==> src/logic/pcs_pkg.sv <==
// Constants and types for the PC Card socket power and interrupt control bank
package pcs_pkg;
  localparam logic [7:0] PCS_IDX_MASK      = 8'h3F;
  localparam logic [7:0] PCS_IDX_SOCK_B    = 8'h40;
  localparam logic [7:0] PCS_IDX_IDENT     = 8'h00;
  localparam logic [7:0] PCS_IDX_POWER     = 8'h02;
  localparam logic [7:0] PCS_IDX_INTCTL    = 8'h03;
  localparam logic [7:0] PCS_RESET_VALUE   = 8'h00;
  localparam logic [3:0] PCS_REV_RESET     = 4'h4;
  localparam logic [3:0] PCS_REV_OLD_MODE  = 4'h2;
  localparam logic [1:0] PCS_IDENT_TYPE    = 2'h2;
  // Writable bits of the power register per layout
  localparam logic [7:0] PCS_PWR_MASK_OLD  = 8'hB3;
  localparam logic [7:0] PCS_PWR_MASK_NEW  = 8'h9B;
  localparam int PCS_BIT_OE        = 7;
  localparam int PCS_BIT_AUTO      = 5;
  localparam int PCS_BIT_PWREN     = 4;
  localparam int PCS_VCC_LSB       = 3;
  localparam int PCS_VPP_LSB       = 0;
  localparam int PCS_BIT_RING      = 7;
  localparam int PCS_BIT_NRESET    = 6;
  localparam int PCS_BIT_IOCARD    = 5;
  localparam int PCS_BIT_HOST_ROUTE = 4;
  localparam int PCS_SEL_LSB       = 0;
  localparam int PCS_SEL_WIDTH     = 4;
  localparam logic [3:0] PCS_SEL_NONE = 4'h0;
  localparam logic [3:0] PCS_SEL_SMI  = 4'h2;
  typedef enum logic [1:0] {PCS_VPP_OFF, PCS_VPP_VCC, PCS_VPP_12V, PCS_VPP_RSVD} pcs_vpp_type;
  typedef enum logic [1:0] {PCS_VCC_0V, PCS_VCC_0V_RSVD, PCS_VCC_5V, PCS_VCC_3V} pcs_vcc_type;
endpackage

==> src/logic/pcs_socket_ctrl.sv <==
// Register bank and socket control outputs for two PC Card sockets
`timescale 1ns/1ps
module pcs_socket_ctrl
  import pcs_pkg::*;
#(
  parameter int SOCKETS = 2
) (
  input  wire logic               clk,
  input  wire logic               reset,
  input  wire logic [7:0]         addr,
  input  wire logic [7:0]         wdata,
  input  wire logic               wr,
  input  wire logic               rd,
  output logic [7:0]              rdata,
  input  wire logic [SOCKETS-1:0] card_detect,
  input  wire logic [SOCKETS-1:0] system_socket_power_bit,
  input  wire logic [SOCKETS-1:0] battery_detect_ring_pin,
  input  wire logic [SOCKETS-1:0] card_is_32bit,
  input  wire logic [SOCKETS-1:0] functional_irq_in,
  input  wire logic [SOCKETS-1:0] status_change_in,
  output logic [SOCKETS-1:0]      card_output_enable,
  output logic [SOCKETS-1:0]      card_reset,
  output logic [SOCKETS-1:0]      vcc_on,
  output logic [SOCKETS-1:0]      vcc_3v,
  output logic [SOCKETS-1:0]      vpp_vcc,
  output logic [SOCKETS-1:0]      vpp_12v,
  output logic [SOCKETS-1:0]      ring_indicate,
  output logic [SOCKETS-1:0]      io_card_mode,
  output logic [SOCKETS-1:0]      csc_to_host,
  output logic [SOCKETS-1:0]      csc_to_legacy,
  output logic [SOCKETS*4-1:0]    func_irq_line,
  output logic [SOCKETS-1:0]      func_irq_smi
);

  // Socket number from the index, sockets spaced by 40h
  function automatic int sock_of(input logic [7:0] a);
    return (a & PCS_IDX_SOCK_B) != 8'h00 ? 1 : 0;
  endfunction

  // Writable mask of the power register for the active layout
  function automatic logic [7:0] pwr_mask(input logic [3:0] rev);
    return (rev == PCS_REV_OLD_MODE) ? PCS_PWR_MASK_OLD : PCS_PWR_MASK_NEW;
  endfunction

  logic [7:0] power_reg [SOCKETS];
  logic [7:0] intctl_reg [SOCKETS];
  logic [3:0] rev_reg [SOCKETS];
  logic [7:0] next_power_reg [SOCKETS];
  logic [7:0] next_intctl_reg [SOCKETS];
  logic [3:0] next_rev_reg [SOCKETS];
  logic [7:0] next_rdata;
  logic [7:0] loc;
  int         sk;

  // Register writes and read mux
  always_comb begin
    loc = addr & PCS_IDX_MASK;
    sk = sock_of(addr);
    next_rdata = PCS_RESET_VALUE;
    for (int i = 0; i < SOCKETS; i++) begin
      next_power_reg[i] = power_reg[i];
      next_intctl_reg[i] = intctl_reg[i];
      next_rev_reg[i] = rev_reg[i];
    end
    if (wr && sk < SOCKETS) begin
      case (loc)
        PCS_IDX_IDENT: next_rev_reg[sk] = wdata[3:0];
        PCS_IDX_POWER: next_power_reg[sk] = wdata & pwr_mask(rev_reg[sk]);
        PCS_IDX_INTCTL: next_intctl_reg[sk] = wdata;
        default: ;
      endcase
    end
    if (rd && sk < SOCKETS) begin
      case (loc)
        PCS_IDX_IDENT: next_rdata = {PCS_IDENT_TYPE, 2'h0, rev_reg[sk]};
        // Mask again on read so a mode change never exposes stale reserved bits
        PCS_IDX_POWER: next_rdata = power_reg[sk] & pwr_mask(rev_reg[sk]);
        PCS_IDX_INTCTL: next_rdata = intctl_reg[sk];
        default: next_rdata = PCS_RESET_VALUE;
      endcase
    end
  end

  always_ff @(posedge clk or posedge reset) begin
    if (reset) begin
      rdata <= PCS_RESET_VALUE;
      for (int i = 0; i < SOCKETS; i++) begin
        power_reg[i] <= PCS_RESET_VALUE;
        intctl_reg[i] <= PCS_RESET_VALUE;
        rev_reg[i] <= PCS_REV_RESET;
      end
    end else begin
      rdata <= next_rdata;
      for (int i = 0; i < SOCKETS; i++) begin
        power_reg[i] <= next_power_reg[i];
        intctl_reg[i] <= next_intctl_reg[i];
        rev_reg[i] <= next_rev_reg[i];
      end
    end
  end

  // Socket-side decode, registered so every output comes from a flop
  logic [SOCKETS-1:0]   n_oe, n_rst, n_von, n_v3, n_pvcc, n_p12, n_ri, n_io, n_host, n_leg, n_smi;
  logic [SOCKETS*4-1:0] n_line;

  always_comb begin
    logic        old_mode;
    logic        supply;
    logic        host_route;
    logic [3:0]  sel;
    pcs_vpp_type vpp;
    pcs_vcc_type vcc;
    old_mode = 1'b0;
    supply = 1'b0;
    sel = PCS_SEL_NONE;
    vpp = PCS_VPP_OFF;
    vcc = PCS_VCC_0V;
    host_route = 1'b0;
    // Defaults keep every bit assigned even if the socket count shrinks
    n_oe = '0;
    n_rst = '0;
    n_von = '0;
    n_v3 = '0;
    n_pvcc = '0;
    n_p12 = '0;
    n_ri = '0;
    n_io = '0;
    n_host = '0;
    n_leg = '0;
    n_smi = '0;
    n_line = '0;
    for (int i = 0; i < SOCKETS; i++) begin
      old_mode = (rev_reg[i] == PCS_REV_OLD_MODE);
      vcc = pcs_vcc_type'(power_reg[i][PCS_VCC_LSB +: 2]);
      vpp = pcs_vpp_type'(power_reg[i][PCS_VPP_LSB +: 2]);
      if (old_mode) begin
        // Auto switching follows card detects, else supply on request only
        supply = power_reg[i][PCS_BIT_PWREN] && system_socket_power_bit[i]
                 && (!power_reg[i][PCS_BIT_AUTO] || card_detect[i]);
        n_v3[i] = 1'b0;
      end else begin
        supply = (vcc == PCS_VCC_5V) || (vcc == PCS_VCC_3V);
        n_v3[i] = (vcc == PCS_VCC_3V);
      end
      n_von[i] = supply;
      // Reserved code 11 falls through to no connection
      n_pvcc[i] = supply && (vpp == PCS_VPP_VCC);
      n_p12[i] = supply && (vpp == PCS_VPP_12V);
      n_oe[i] = power_reg[i][PCS_BIT_OE];
      n_rst[i] = !intctl_reg[i][PCS_BIT_NRESET] && !card_is_32bit[i];
      n_ri[i] = intctl_reg[i][PCS_BIT_RING] && battery_detect_ring_pin[i];
      n_io[i] = intctl_reg[i][PCS_BIT_IOCARD];
      sel = intctl_reg[i][PCS_SEL_LSB +: PCS_SEL_WIDTH];
      // Select code zero keeps the host route open for older drivers
      host_route = intctl_reg[i][PCS_BIT_HOST_ROUTE] || (sel == PCS_SEL_NONE);
      n_host[i] = status_change_in[i] && host_route;
      n_leg[i] = status_change_in[i] && !host_route;
      n_smi[i] = functional_irq_in[i] && n_io[i] && sel == PCS_SEL_SMI;
      n_line[i*4 +: 4] = (functional_irq_in[i] && n_io[i] && sel != PCS_SEL_SMI) ? sel : PCS_SEL_NONE;
    end
  end

  always_ff @(posedge clk or posedge reset) begin
    if (reset) begin
      card_output_enable <= '0;
      card_reset <= '1;
      vcc_on <= '0;
      vcc_3v <= '0;
      vpp_vcc <= '0;
      vpp_12v <= '0;
      ring_indicate <= '0;
      io_card_mode <= '0;
      csc_to_host <= '0;
      csc_to_legacy <= '0;
      func_irq_line <= '0;
      func_irq_smi <= '0;
    end else begin
      card_output_enable <= n_oe;
      card_reset <= n_rst;
      vcc_on <= n_von;
      vcc_3v <= n_v3;
      vpp_vcc <= n_pvcc;
      vpp_12v <= n_p12;
      ring_indicate <= n_ri;
      io_card_mode <= n_io;
      csc_to_host <= n_host;
      csc_to_legacy <= n_leg;
      func_irq_line <= n_line;
      func_irq_smi <= n_smi;
    end
  end
endmodule

==> config.mk <==
export PLATFORM = sky130hd
export DESIGN_NAME = pcs_socket_ctrl
export DESIGN_NICKNAME = d
export VERILOG_FILES = /design/src/logic/pcs_pkg.sv /design/src/logic/pcs_socket_ctrl.sv
export SDC_FILE = /design/constraint.sdc
export NUM_CORES = 1
export LEC_CHECK = 0
export ABC_AREA = 1
export BUFFER_PORTS_ARGS = -buffer_cell sky130_fd_sc_hd__buf_2
export CELL_PAD_IN_SITES_DETAIL_PLACEMENT = 1
export CELL_PAD_IN_SITES_GLOBAL_PLACEMENT = 2
export CORE_MARGIN = 1.5
export CORE_UTILIZATION = 34
export CTS_CLUSTER_DIAMETER = 40
export CTS_CLUSTER_SIZE = 12
export DETAILED_ROUTE_END_ITERATION = 10
export PLACE_DENSITY_LB_ADDON = 0.1
export SYNTH_ARGS = -nofsm -noshare
export SYNTH_HDL_FRONTEND = slang
export SYNTH_SLANG_ARGS = --single-unit
export TNS_END_PERCENT = 10
==> constraint.sdc <==
create_clock -name clk -period 5.3 [get_ports clk]
set_input_delay 0.53 -clock clk [delete_from_list [all_inputs] [get_ports clk]]
set_output_delay 0.53 -clock clk [all_outputs]
set_load 0.005 [all_outputs]
Word-level counts from Yosys, hierarchy flattened:

Cells that the tools add are included.

* add/subtract/negate cells: 0
* multipliers: 0
* divide/modulo/power cells: 0
* $lt $le $gt $ge: 3
* eq/ne operators: 17
* shift-type cells: 0
* muxes and demuxes: 26
* bitwise gates (word level): 3
* reductions and logical operators: 45

Operator list (number)
* 8-bit 2-to-1 mux: 8
* 16-bit bitwise mux: 2
* 32-bit by 2-bit >= comparator with 1-bit output, second input constant: 1
* 32-bit by 1-bit less-than comparator with 1-bit output, second input constant: 1
* 1-bit inverter with 32-bit output: 1
* 1-bit logical AND: 25
* 4-bit 2-to-1 mux: 6
* 8-bit one-hot mux with 3 select lines: 1
* 4-bit by 2-bit == test with 1-bit output, second input constant: 5
* 8-bit AND: 2
* 2-bit == test, second input constant: 6
* 6-bit by 2-bit == test with 1-bit output, second input constant: 2
* 8-bit bitwise mux: 1
* 8-bit demux with 1-bit select: 1
* 1-bit zero test: 8
* 4-bit zero test: 2
* 8-bit zero test: 1
* 4-bit by 2-bit inequality test with 1-bit output, second input constant: 2
* 1-bit logical OR: 6
* 6-bit 2-to-1 mux: 1
* 2-bit AND reduction: 3
* 1-bit 2-to-1 mux: 5
* 4-bit demux with 1-bit select: 1
* 2-bit by 1-bit == test with 1-bit output, second input constant: 2
* 1-bit by 2-bit less-than comparator with 1-bit output, second input constant: 1

* register bits: 78
* bits in latches: 0
* RAM bits: 0
* ROM bits: 0
* output and inout bits: 38
* logic and storage cells: 113
* memories: 0

Depth between registers and ports, before layout:

Gate-level depths: netlist of run 1.

* depth after elaboration: 10
* gate-level depth with buffers: 9
* gate-level depth less buffers: 8

Least setup slack after synthesis of run 1:

No wires, ideal clock.

* path type: input port to flip-flop
* from: input addr[6]
* to: register power_reg[13] in the netlist's numbering
* setup time: 76 ps
* arrival: 1327 ps
* data required time: 5224 ps
* setup slack: 3897 ps
* cell stages on the path: 9
* buffers on the path: 2
* path through: buf_4 inv_4 buf_4 nand2_1 nand2_1 nand2_1 nor2_1 nand2_1 o21ai_1

* word-level cells in the longest chain between the ends: 9
* elaborated cells between the ends (all ways): 17
* those cells by class: order compare: 3; eq/ne: 1; mux: 8; bitwise: 2; reduce/logical: 3

Ends and longest elaborated chain
* start: declaration: line pcs_socket_ctrl.sv:10 `input wire logic [7:0] addr,`
* 1-bit 2-to-1 mux (*): line pcs_socket_ctrl.sv:37 `return (a & PCS_IDX_SOCK_B) != 8'h00 ? 1 : 0;`
* branches (longest 8 deep; another with 32-bit by 2-bit >= comparator with 1-bit output)
* end signal: indexed assignment: line pcs_socket_ctrl.sv:95 `power_reg[i] <= next_power_reg[i];`
* end: declaration: line pcs_socket_ctrl.sv:45 `logic [7:0] power_reg [SOCKETS];`

Mark *: on every way between the ends. The select of a mux whose other input is x is not followed.
A chain may end at the register's enable or synchronous reset.

Worst setup path after layout of run 1:

* from: input addr[6]
* to: register intctl_reg[2] in the netlist's numbering

* word-level cells in the longest chain between the ends: 7
* elaborated cells between the ends (all ways): 11
* those cells by class: order compare: 3; mux: 4; bitwise: 1; reduce/logical: 3

Ends and longest elaborated chain
* 1-bit 2-to-1 mux (*): line pcs_socket_ctrl.sv:37
* 1-bit inverter with 32-bit output (implied by the code): line pcs_socket_ctrl.sv:69 `PCS_IDX_INTCTL: next_intctl_reg[sk] = wdata;`
* 32-bit by 2-bit >= comparator with 1-bit output (implied by the code) or 32-bit by 1-bit less-than comparator with 1-bit output (tied branches): line pcs_socket_ctrl.sv:69
* 1-bit logical AND (implied by the code): line pcs_socket_ctrl.sv:69
* 8-bit 2-to-1 mux (implied by the code): line pcs_socket_ctrl.sv:69
* 8-bit demux with 1-bit select: line pcs_socket_ctrl.sv:69
* 16-bit bitwise mux: line pcs_socket_ctrl.sv:69
* end signal: indexed assignment: line pcs_socket_ctrl.sv:96 `intctl_reg[i] <= next_intctl_reg[i];`
* end: declaration: line pcs_socket_ctrl.sv:46 `logic [7:0] intctl_reg [SOCKETS];`

Every way passes the cells marked *; elsewhere a longest branch is shown, timed or not.

==> flow_summary_export.csv, run 1 <==
group,metric,value,unit
clock_network,cts_tree,"built",
yosys,syn_avg_cell_area,8.63,sq um
pwr,finalPower,1.31,mW
pwr,powerDensity,343,nW/um^2
yosys,synth_edf_count,0,
place,place.gp.congestion,0.765,
die,pin_count,70,
yosys,seq_area_frac_synth,0.590,
worst_setup_path,r2r_setup_slack,4.11,ns
worst_setup_path,worst_setup_path_start_kind,"input port",
timing,worst_pin_slew,0.694,ns
yosys,synthesis.nets,397,
finish,nNetsFinal,468,
worst_setup_path,worst_r2r_path_depth,6,
pwr,p_int,977,uW
pwr,seq_power_share,0.490,
die,die_area,9850,sq um
status,status,"finished clean",
timing,fin_tns_setup,0,ns
detailed_routing,first_iter_violations,78,
yosys,synth_warnings,0,
worst_setup_path,reg2reg_to,"vpp_vcc[0]",
timing,fmax,539,MHz
finish,drive_gt1_frac,0.222,
die,start_util,0.356,
clock_network,postCtsSetupBuffers,0,
yosys,netlist_area,3150,sq um
worst_hold_path,hp-class,"in -> async",
timing,skew,0.00797,ns
grt,gr-usage-all-layers,0.176,
detailed_routing,postRouteWirelength,7.97,mm
timing,maxSlewHeadroom,0.538,
pwr,clkPwrFrac,0.402,
grt,grt_pass1_vias,2584,
clock_network,cts_resized,0,
yosys,synth_top_flop_cell,"dfrtp_1",
clock_network,clkTransAtPathRegs,0.08,ns
place,io_buffers,68,
worst_setup_path,timing.rr.start,"rev_reg[6]",
timing,min_period_over_period,0.350,
worst_setup_path,endpoint,"intctl_reg[2]",
yosys,synth-async-reset-ratio,1.00,
grt,antenna_found_initial,0,
yosys,netlist_instances,365,
pwr,p_leak,2.04,nW
grt,grt_max_degree,51,
timing,rsz0062_at_grt,"false",
finish,final_common_cell,"nand2_1",
timing,slew_violations,0,
run,cap_viol_max_count,0,
worst_setup_path,worstPathArrival,2.06,ns
clock_network,cts_sinks,74,
finish,area_growth,20.9,%
grt,grt_pass1_wl,13.1,mm
pwr,ir_drop,0.129,mV
worst_setup_path,cp_max_fo,34,
die,dieWidth,99.2,um
detailed_routing,route.detailed.drc,0,
detailed_routing,vias,2547,
worst_setup_path,critPathLaunch,"addr[6]",
clock_network,clk_latency,0.35,ns
worst_setup_path,cp-end-kind,"flop",
place,place_hpwl,5.93,mm
detailed_routing,wl_per_cell,14.5,um
yosys,synth_cell_types,23,
finish,final_cell_mix,"nand2_1 (119), dfrtp_1 (70), buf_2 (68)",
pwr,swShare,0.252,
worst_setup_path,crit_type,"in -> reg",
die,core-area,8850,sq um
detailed_routing,antenna_left,0,
grt,grt.overflow.total,0,
clock_network,cts-buffers-inserted,9,
timing,fin_crit,1.85,ns
clock_network,cts_hold_buf,0,
finish,antennaDiodeCount,0,
die,fp.dieH,99.2,um
worst_setup_path,cp.required,5.51,ns
detailed_routing,via_per_inst,4.64,
die,num_rows,34,
detailed_routing,drt_pass1_iterations,4,
clock_network,cts_buffer_depth,2,
timing,finalHoldViolCount,0,
yosys,synth-seq-cells,74,
timing,setup_viol,0,
pwr,comb_power_share,0.108,
clock_network,cts-root-buf,"clkbuf_8",
clock_network,htreeDepth,3,
pwr,p_switching,330,uW
finish,largest_reg_flops,16,
-- power groups by stage --
stage	Clock [mW]	Combinational, mW	Sequential [mW]
after global routing	0.569	0.164	0.647
after floorplan	0	0.0817	0.648
after global placement	0	0.141	0.650
after CTS	0.540	0.147	0.641
after detailed placement	0	0.146	0.652
final	0.525	0.142	0.640
-- layout make-up --
| class | count | area [sq um] |
|---|---|---|
| Fill cell | 1079 | 5040 |
| Clock buffer | 11 | 131 |
| Timing Repair Buffer | 69 | 348 |
| Clock inverter | 5 | 103 |
| Multi-Input combinational cell | 228 | 1030 |
| Tap cell | 108 | 135 |
| Inverter | 54 | 205 |
| Sequential cell | 74 | 1860 |
-- cell usage after synthesis, types with 3 or more instances --
master	number	area [sq um]
inv_1	50	188
dfrtp_1	70	1750
o211ai_1	3	22.5
a21oi_1	5	25.0
o21ai_1	16	80.1
buf_2	4	20.0
nand3_1	9	45.0
nor2_1	34	128
a31oi_1	4	25.0
nand2_1	119	447
buf_4	5	37.5
o21ai_0	26	130
dfstp_2	4	105
-- critical path, stage by stage --
cell,delay (ns)
buf_2,0.54
inv_4,0.22
nor3_4,0.58
o21ai_0,0.18
-- metrics by stage --
stage	area (sq um)	hold slack (ns)	setup slack (ns)	utilization	std cells
floorplan	3150	0.366	2.90	-	365
global placement	3570	0.380	3.12	0.404	533
detailed placement	3570	0.389	3.07	0.404	533
CTS	3810	0.212	3.45	0.430	549
global route	3810	0.228	3.32	0.430	549
finish	3810	0.193	3.45	0.430	549
-- worst min-delay path by stage --
stage                       start  slack (ns)                to  depth (start not counted)
finish                      reset        0.19  func_irq_line[1]                          2
global route                reset        0.23    csc_to_host[0]                          2
CTS                         reset        0.21  func_irq_line[1]                          2
detailed placement  intctl_reg[6]        0.39     card_reset[1]                          1
global placement    intctl_reg[6]        0.38     card_reset[1]                          1
floorplan           intctl_reg[6]        0.37     card_reset[1]                          1
-- metal layers --
layer  vias up  track usage  share of wire
met5         -            0              0
met4         0       0.0553          0.014
met3        11       0.0408          0.039
met2        53        0.276           0.46
met1      1217        0.243           0.49
li1       1266            -              -
-- kinds of logic (layout without fill, tap and decap cells) --
logic type / after synthesis / in the layout / synth area share
buffers and inverters: 63 / 139 / 0.0834
flip-flops: 74 / 74 / 0.590
AO/OA/AOI/OAI: 56 / 56 / 0.0946
AND/OR/NAND/NOR: 172 / 172 / 0.232
(Power assumes the default switching activity.)
==> run 2: changes to the inputs <==
CORE_UTILIZATION = 31   (was 34)
clock period = 1.9 ns   (was 5.3 ns; I/O delays follow)
==> run 2 against run 1 <==
Cell count grew 5.6%; clock-buffer cell count is the same; via count grew 0.71%; sequential share of layout area shrank 0.96 points; clock power grew to 2.5 times the previous value; combinational power grew to 2.9 times the previous value; register-to-register slack lost 3.4 ns; wire length grew 3.5%; critical path type is now reg -> reg; critical endpoint is now rdata[5]; largest cell class unchanged.
==> flow_summary_export.csv, run 2 (synthesis gave the netlist of run 1 again) <==
group,metric,value,unit
status,status,"finished clean",
worst_setup_path,path_common_cell,"nand2_1",
die,num_rows,36,
grt,gr-usage-all-layers,0.166,
worst_setup_path,worst_r2r_path_depth,7,
clock_network,cts_sinks,74,
timing,skew,0.00644,ns
clock_network,cts-buffers-inserted,9,
clock_network,cts_resized,0,
detailed_routing,drt_pass1_iterations,4,
pwr,ir_drop,0.362,mV
timing,fin_crit,1.20,ns
run,cap_viol_max_count,0,
detailed_routing,first_iter_violations,84,
timing,setup_viol,0,
worst_hold_path,hp-class,"in -> reg",
timing,finalWorstSetupSlack,0.704,ns
place,dpl-instance-area,3640,sq um
worst_setup_path,cp_top_family,"simple AND/OR/NAND/NOR gates",
worst_hold_path,min_from,"battery_detect_ring_pin[0]",
grt,grt.overflow.total,0,
clock_network,clkTransAtPathRegs,0.08,ns
worst_setup_path,cp.required,2.15,ns
timing,finalHoldViolCount,0,
timing,worst_pin_slew,0.571,ns
finish,area_growth,23.4,%
worst_setup_path,cp_slowest_cell,"dfrtp_1",
die,core-area,9820,sq um
clock_network,htreeDepth,3,
worst_hold_path,holdPathStages,3,
timing,min_period_over_period,0.630,
detailed_routing,postRouteWirelength,8.25,mm
timing,maxSlewHeadroom,0.618,
die,fp.dieH,104,um
grt,grt_pass1_wl,13.7,mm
grt,grt_pass1_vias,2614,
detailed_routing,wl_per_cell,14.2,um
finish,antennaDiodeCount,0,
place,preCtsSetupSlack,0.499,ns
grt,grt_max_degree,75,
finish,final_cell_mix,"nand2_1 (119), dfrtp_1 (70), buf_2 (68)",
worst_setup_path,cp_num_buf_inv,1,
worst_setup_path,crit_type,"reg -> reg",
pwr,p_leak,2.06,nW
finish,final_cell_area,3880,sq um
finish,final_common_cell,"nand2_1",
clock_network,cts-root-buf,"clkbuf_8",
finish,layoutNonFillerInstCount,580,
timing,fin_tns_setup,0,ns
worst_setup_path,r2r_setup_slack,0.70,ns
detailed_routing,vias,2565,
die,dieWidth,104,um
clock_network,cts_buffer_depth,2,
die,pin_count,70,
timing,fmax,836,MHz
place,io_buffers,68,
finish,nNetsFinal,474,
die,die_area,10800,sq um
worst_setup_path,crit_chain,"inv_1 > nand2_1 > nand2_1 > nand2_1 > nor2_1 > nand2_1 > a21oi_1",
die,start_util,0.321,
pwr,powerDensity,906,nW/um^2
clock_network,clk_latency,0.35,ns
finish,drive_gt1_frac,0.226,
finish,largest_reg_flops,16,
worst_hold_path,whs_endpoint,"ring_indicate[0]",
worst_setup_path,worstPathArrival,1.45,ns
place,place_hpwl,6.04,mm
timing,slew_violations,0,
worst_setup_path,timing.rr.start,"rev_reg[3]",
worst_setup_path,reg2reg_to,"rdata[5]",
worst_setup_path,worst_setup_path_start_kind,"flop",
timing,fin_hold_ws,0.0220,ns
place,place.gp.congestion,0.729,
place,place_inst,561,
worst_setup_path,cp_max_fo,3,
detailed_routing,route.detailed.drc,0,
clock_network,cts_tree,"built",
grt,antenna_found_initial,0,
timing,rsz0062_at_grt,"false",
worst_setup_path,cp-end-kind,"flop",
detailed_routing,via_per_inst,4.42,
worst_setup_path,max_stage_delay,0.40,ns
detailed_routing,antenna_left,0,
run 2: cell types whose count changed in the layout (fill, tap and decap cells not counted), sizes merged:
cell	change
bufinv	-1
clkinv	+2
dlygate4sd3	+3
inv	-1
buf	+3
run 2: layer usage:
| layer | track usage | up-vias | share of wire |
|---|---|---|---|
| li1 | - | 1281 | - |
| met4 | 0.0595 | 0 | 0.011 |
| met2 | 0.247 | 52 | 0.44 |
| met1 | 0.239 | 1225 | 0.50 |
| met3 | 0.0365 | 7 | 0.040 |
| met5 | 0 | - | 0 |
run 2: how the worst max path moves through the flow:
stage	start	endpoint	slack [ns]	cells past startpoint
after floorplan	addr[6]	power_reg[13]	0.84	9
after global placement	addr[6]	rdata[5]	0.53	8
after detailed placement	addr[3]	rev_reg[4]	0.50	7
after CTS	rev_reg[3]	rdata[5]	0.67	7
after global routing	rev_reg[3]	rdata[5]	0.57	7
final	rev_reg[3]	rdata[5]	0.70	7
run 2: worst reg2reg max path: stages (launching register included):
cell and delay [ns]:
dfrtp_1 0.40, inv_1 0.09, nand2_1 0.05, nand2_1 0.10
nand2_1 0.06, nor2_1 0.13, nand2_1 0.07, a21oi_1 0.20
run 2: area by class of cell:
| class | instances | area, sq um |
|---|---|---|
| flip-flops and latches | 74 | 1860 |
| clock buffers | 11 | 131 |
| clock inverters | 5 | 78.8 |
| multi-input cells | 228 | 1030 |
| repair buffers | 75 | 413 |
| inverters | 54 | 209 |
| well taps | 133 | 166 |
| fillers | 1238 | 5930 |
run 2: where the power goes:
group	switching, mW	leakage, nW	internal [mW]
sequential	0.0781	0.915	1.71
combinational	0.254	1.04	0.155
clock	0.583	0.107	0.739
run 2: per-stage QoR:
step	util	power, mW
after detailed placement	0.371	2.23
final	0.396	3.52
after global routing	0.396	3.73
after CTS	0.396	3.59
after global placement	0.371	2.22
after floorplan	-	2.03
run 2: repair_timing:
| item | 4_1_cts | 5_1_grt |
|---|---|---|
| hold endpoints to repair | 72 | 0 |
| buffers inserted | 0 | 0 |
| hold buffers | 3 | 0 |
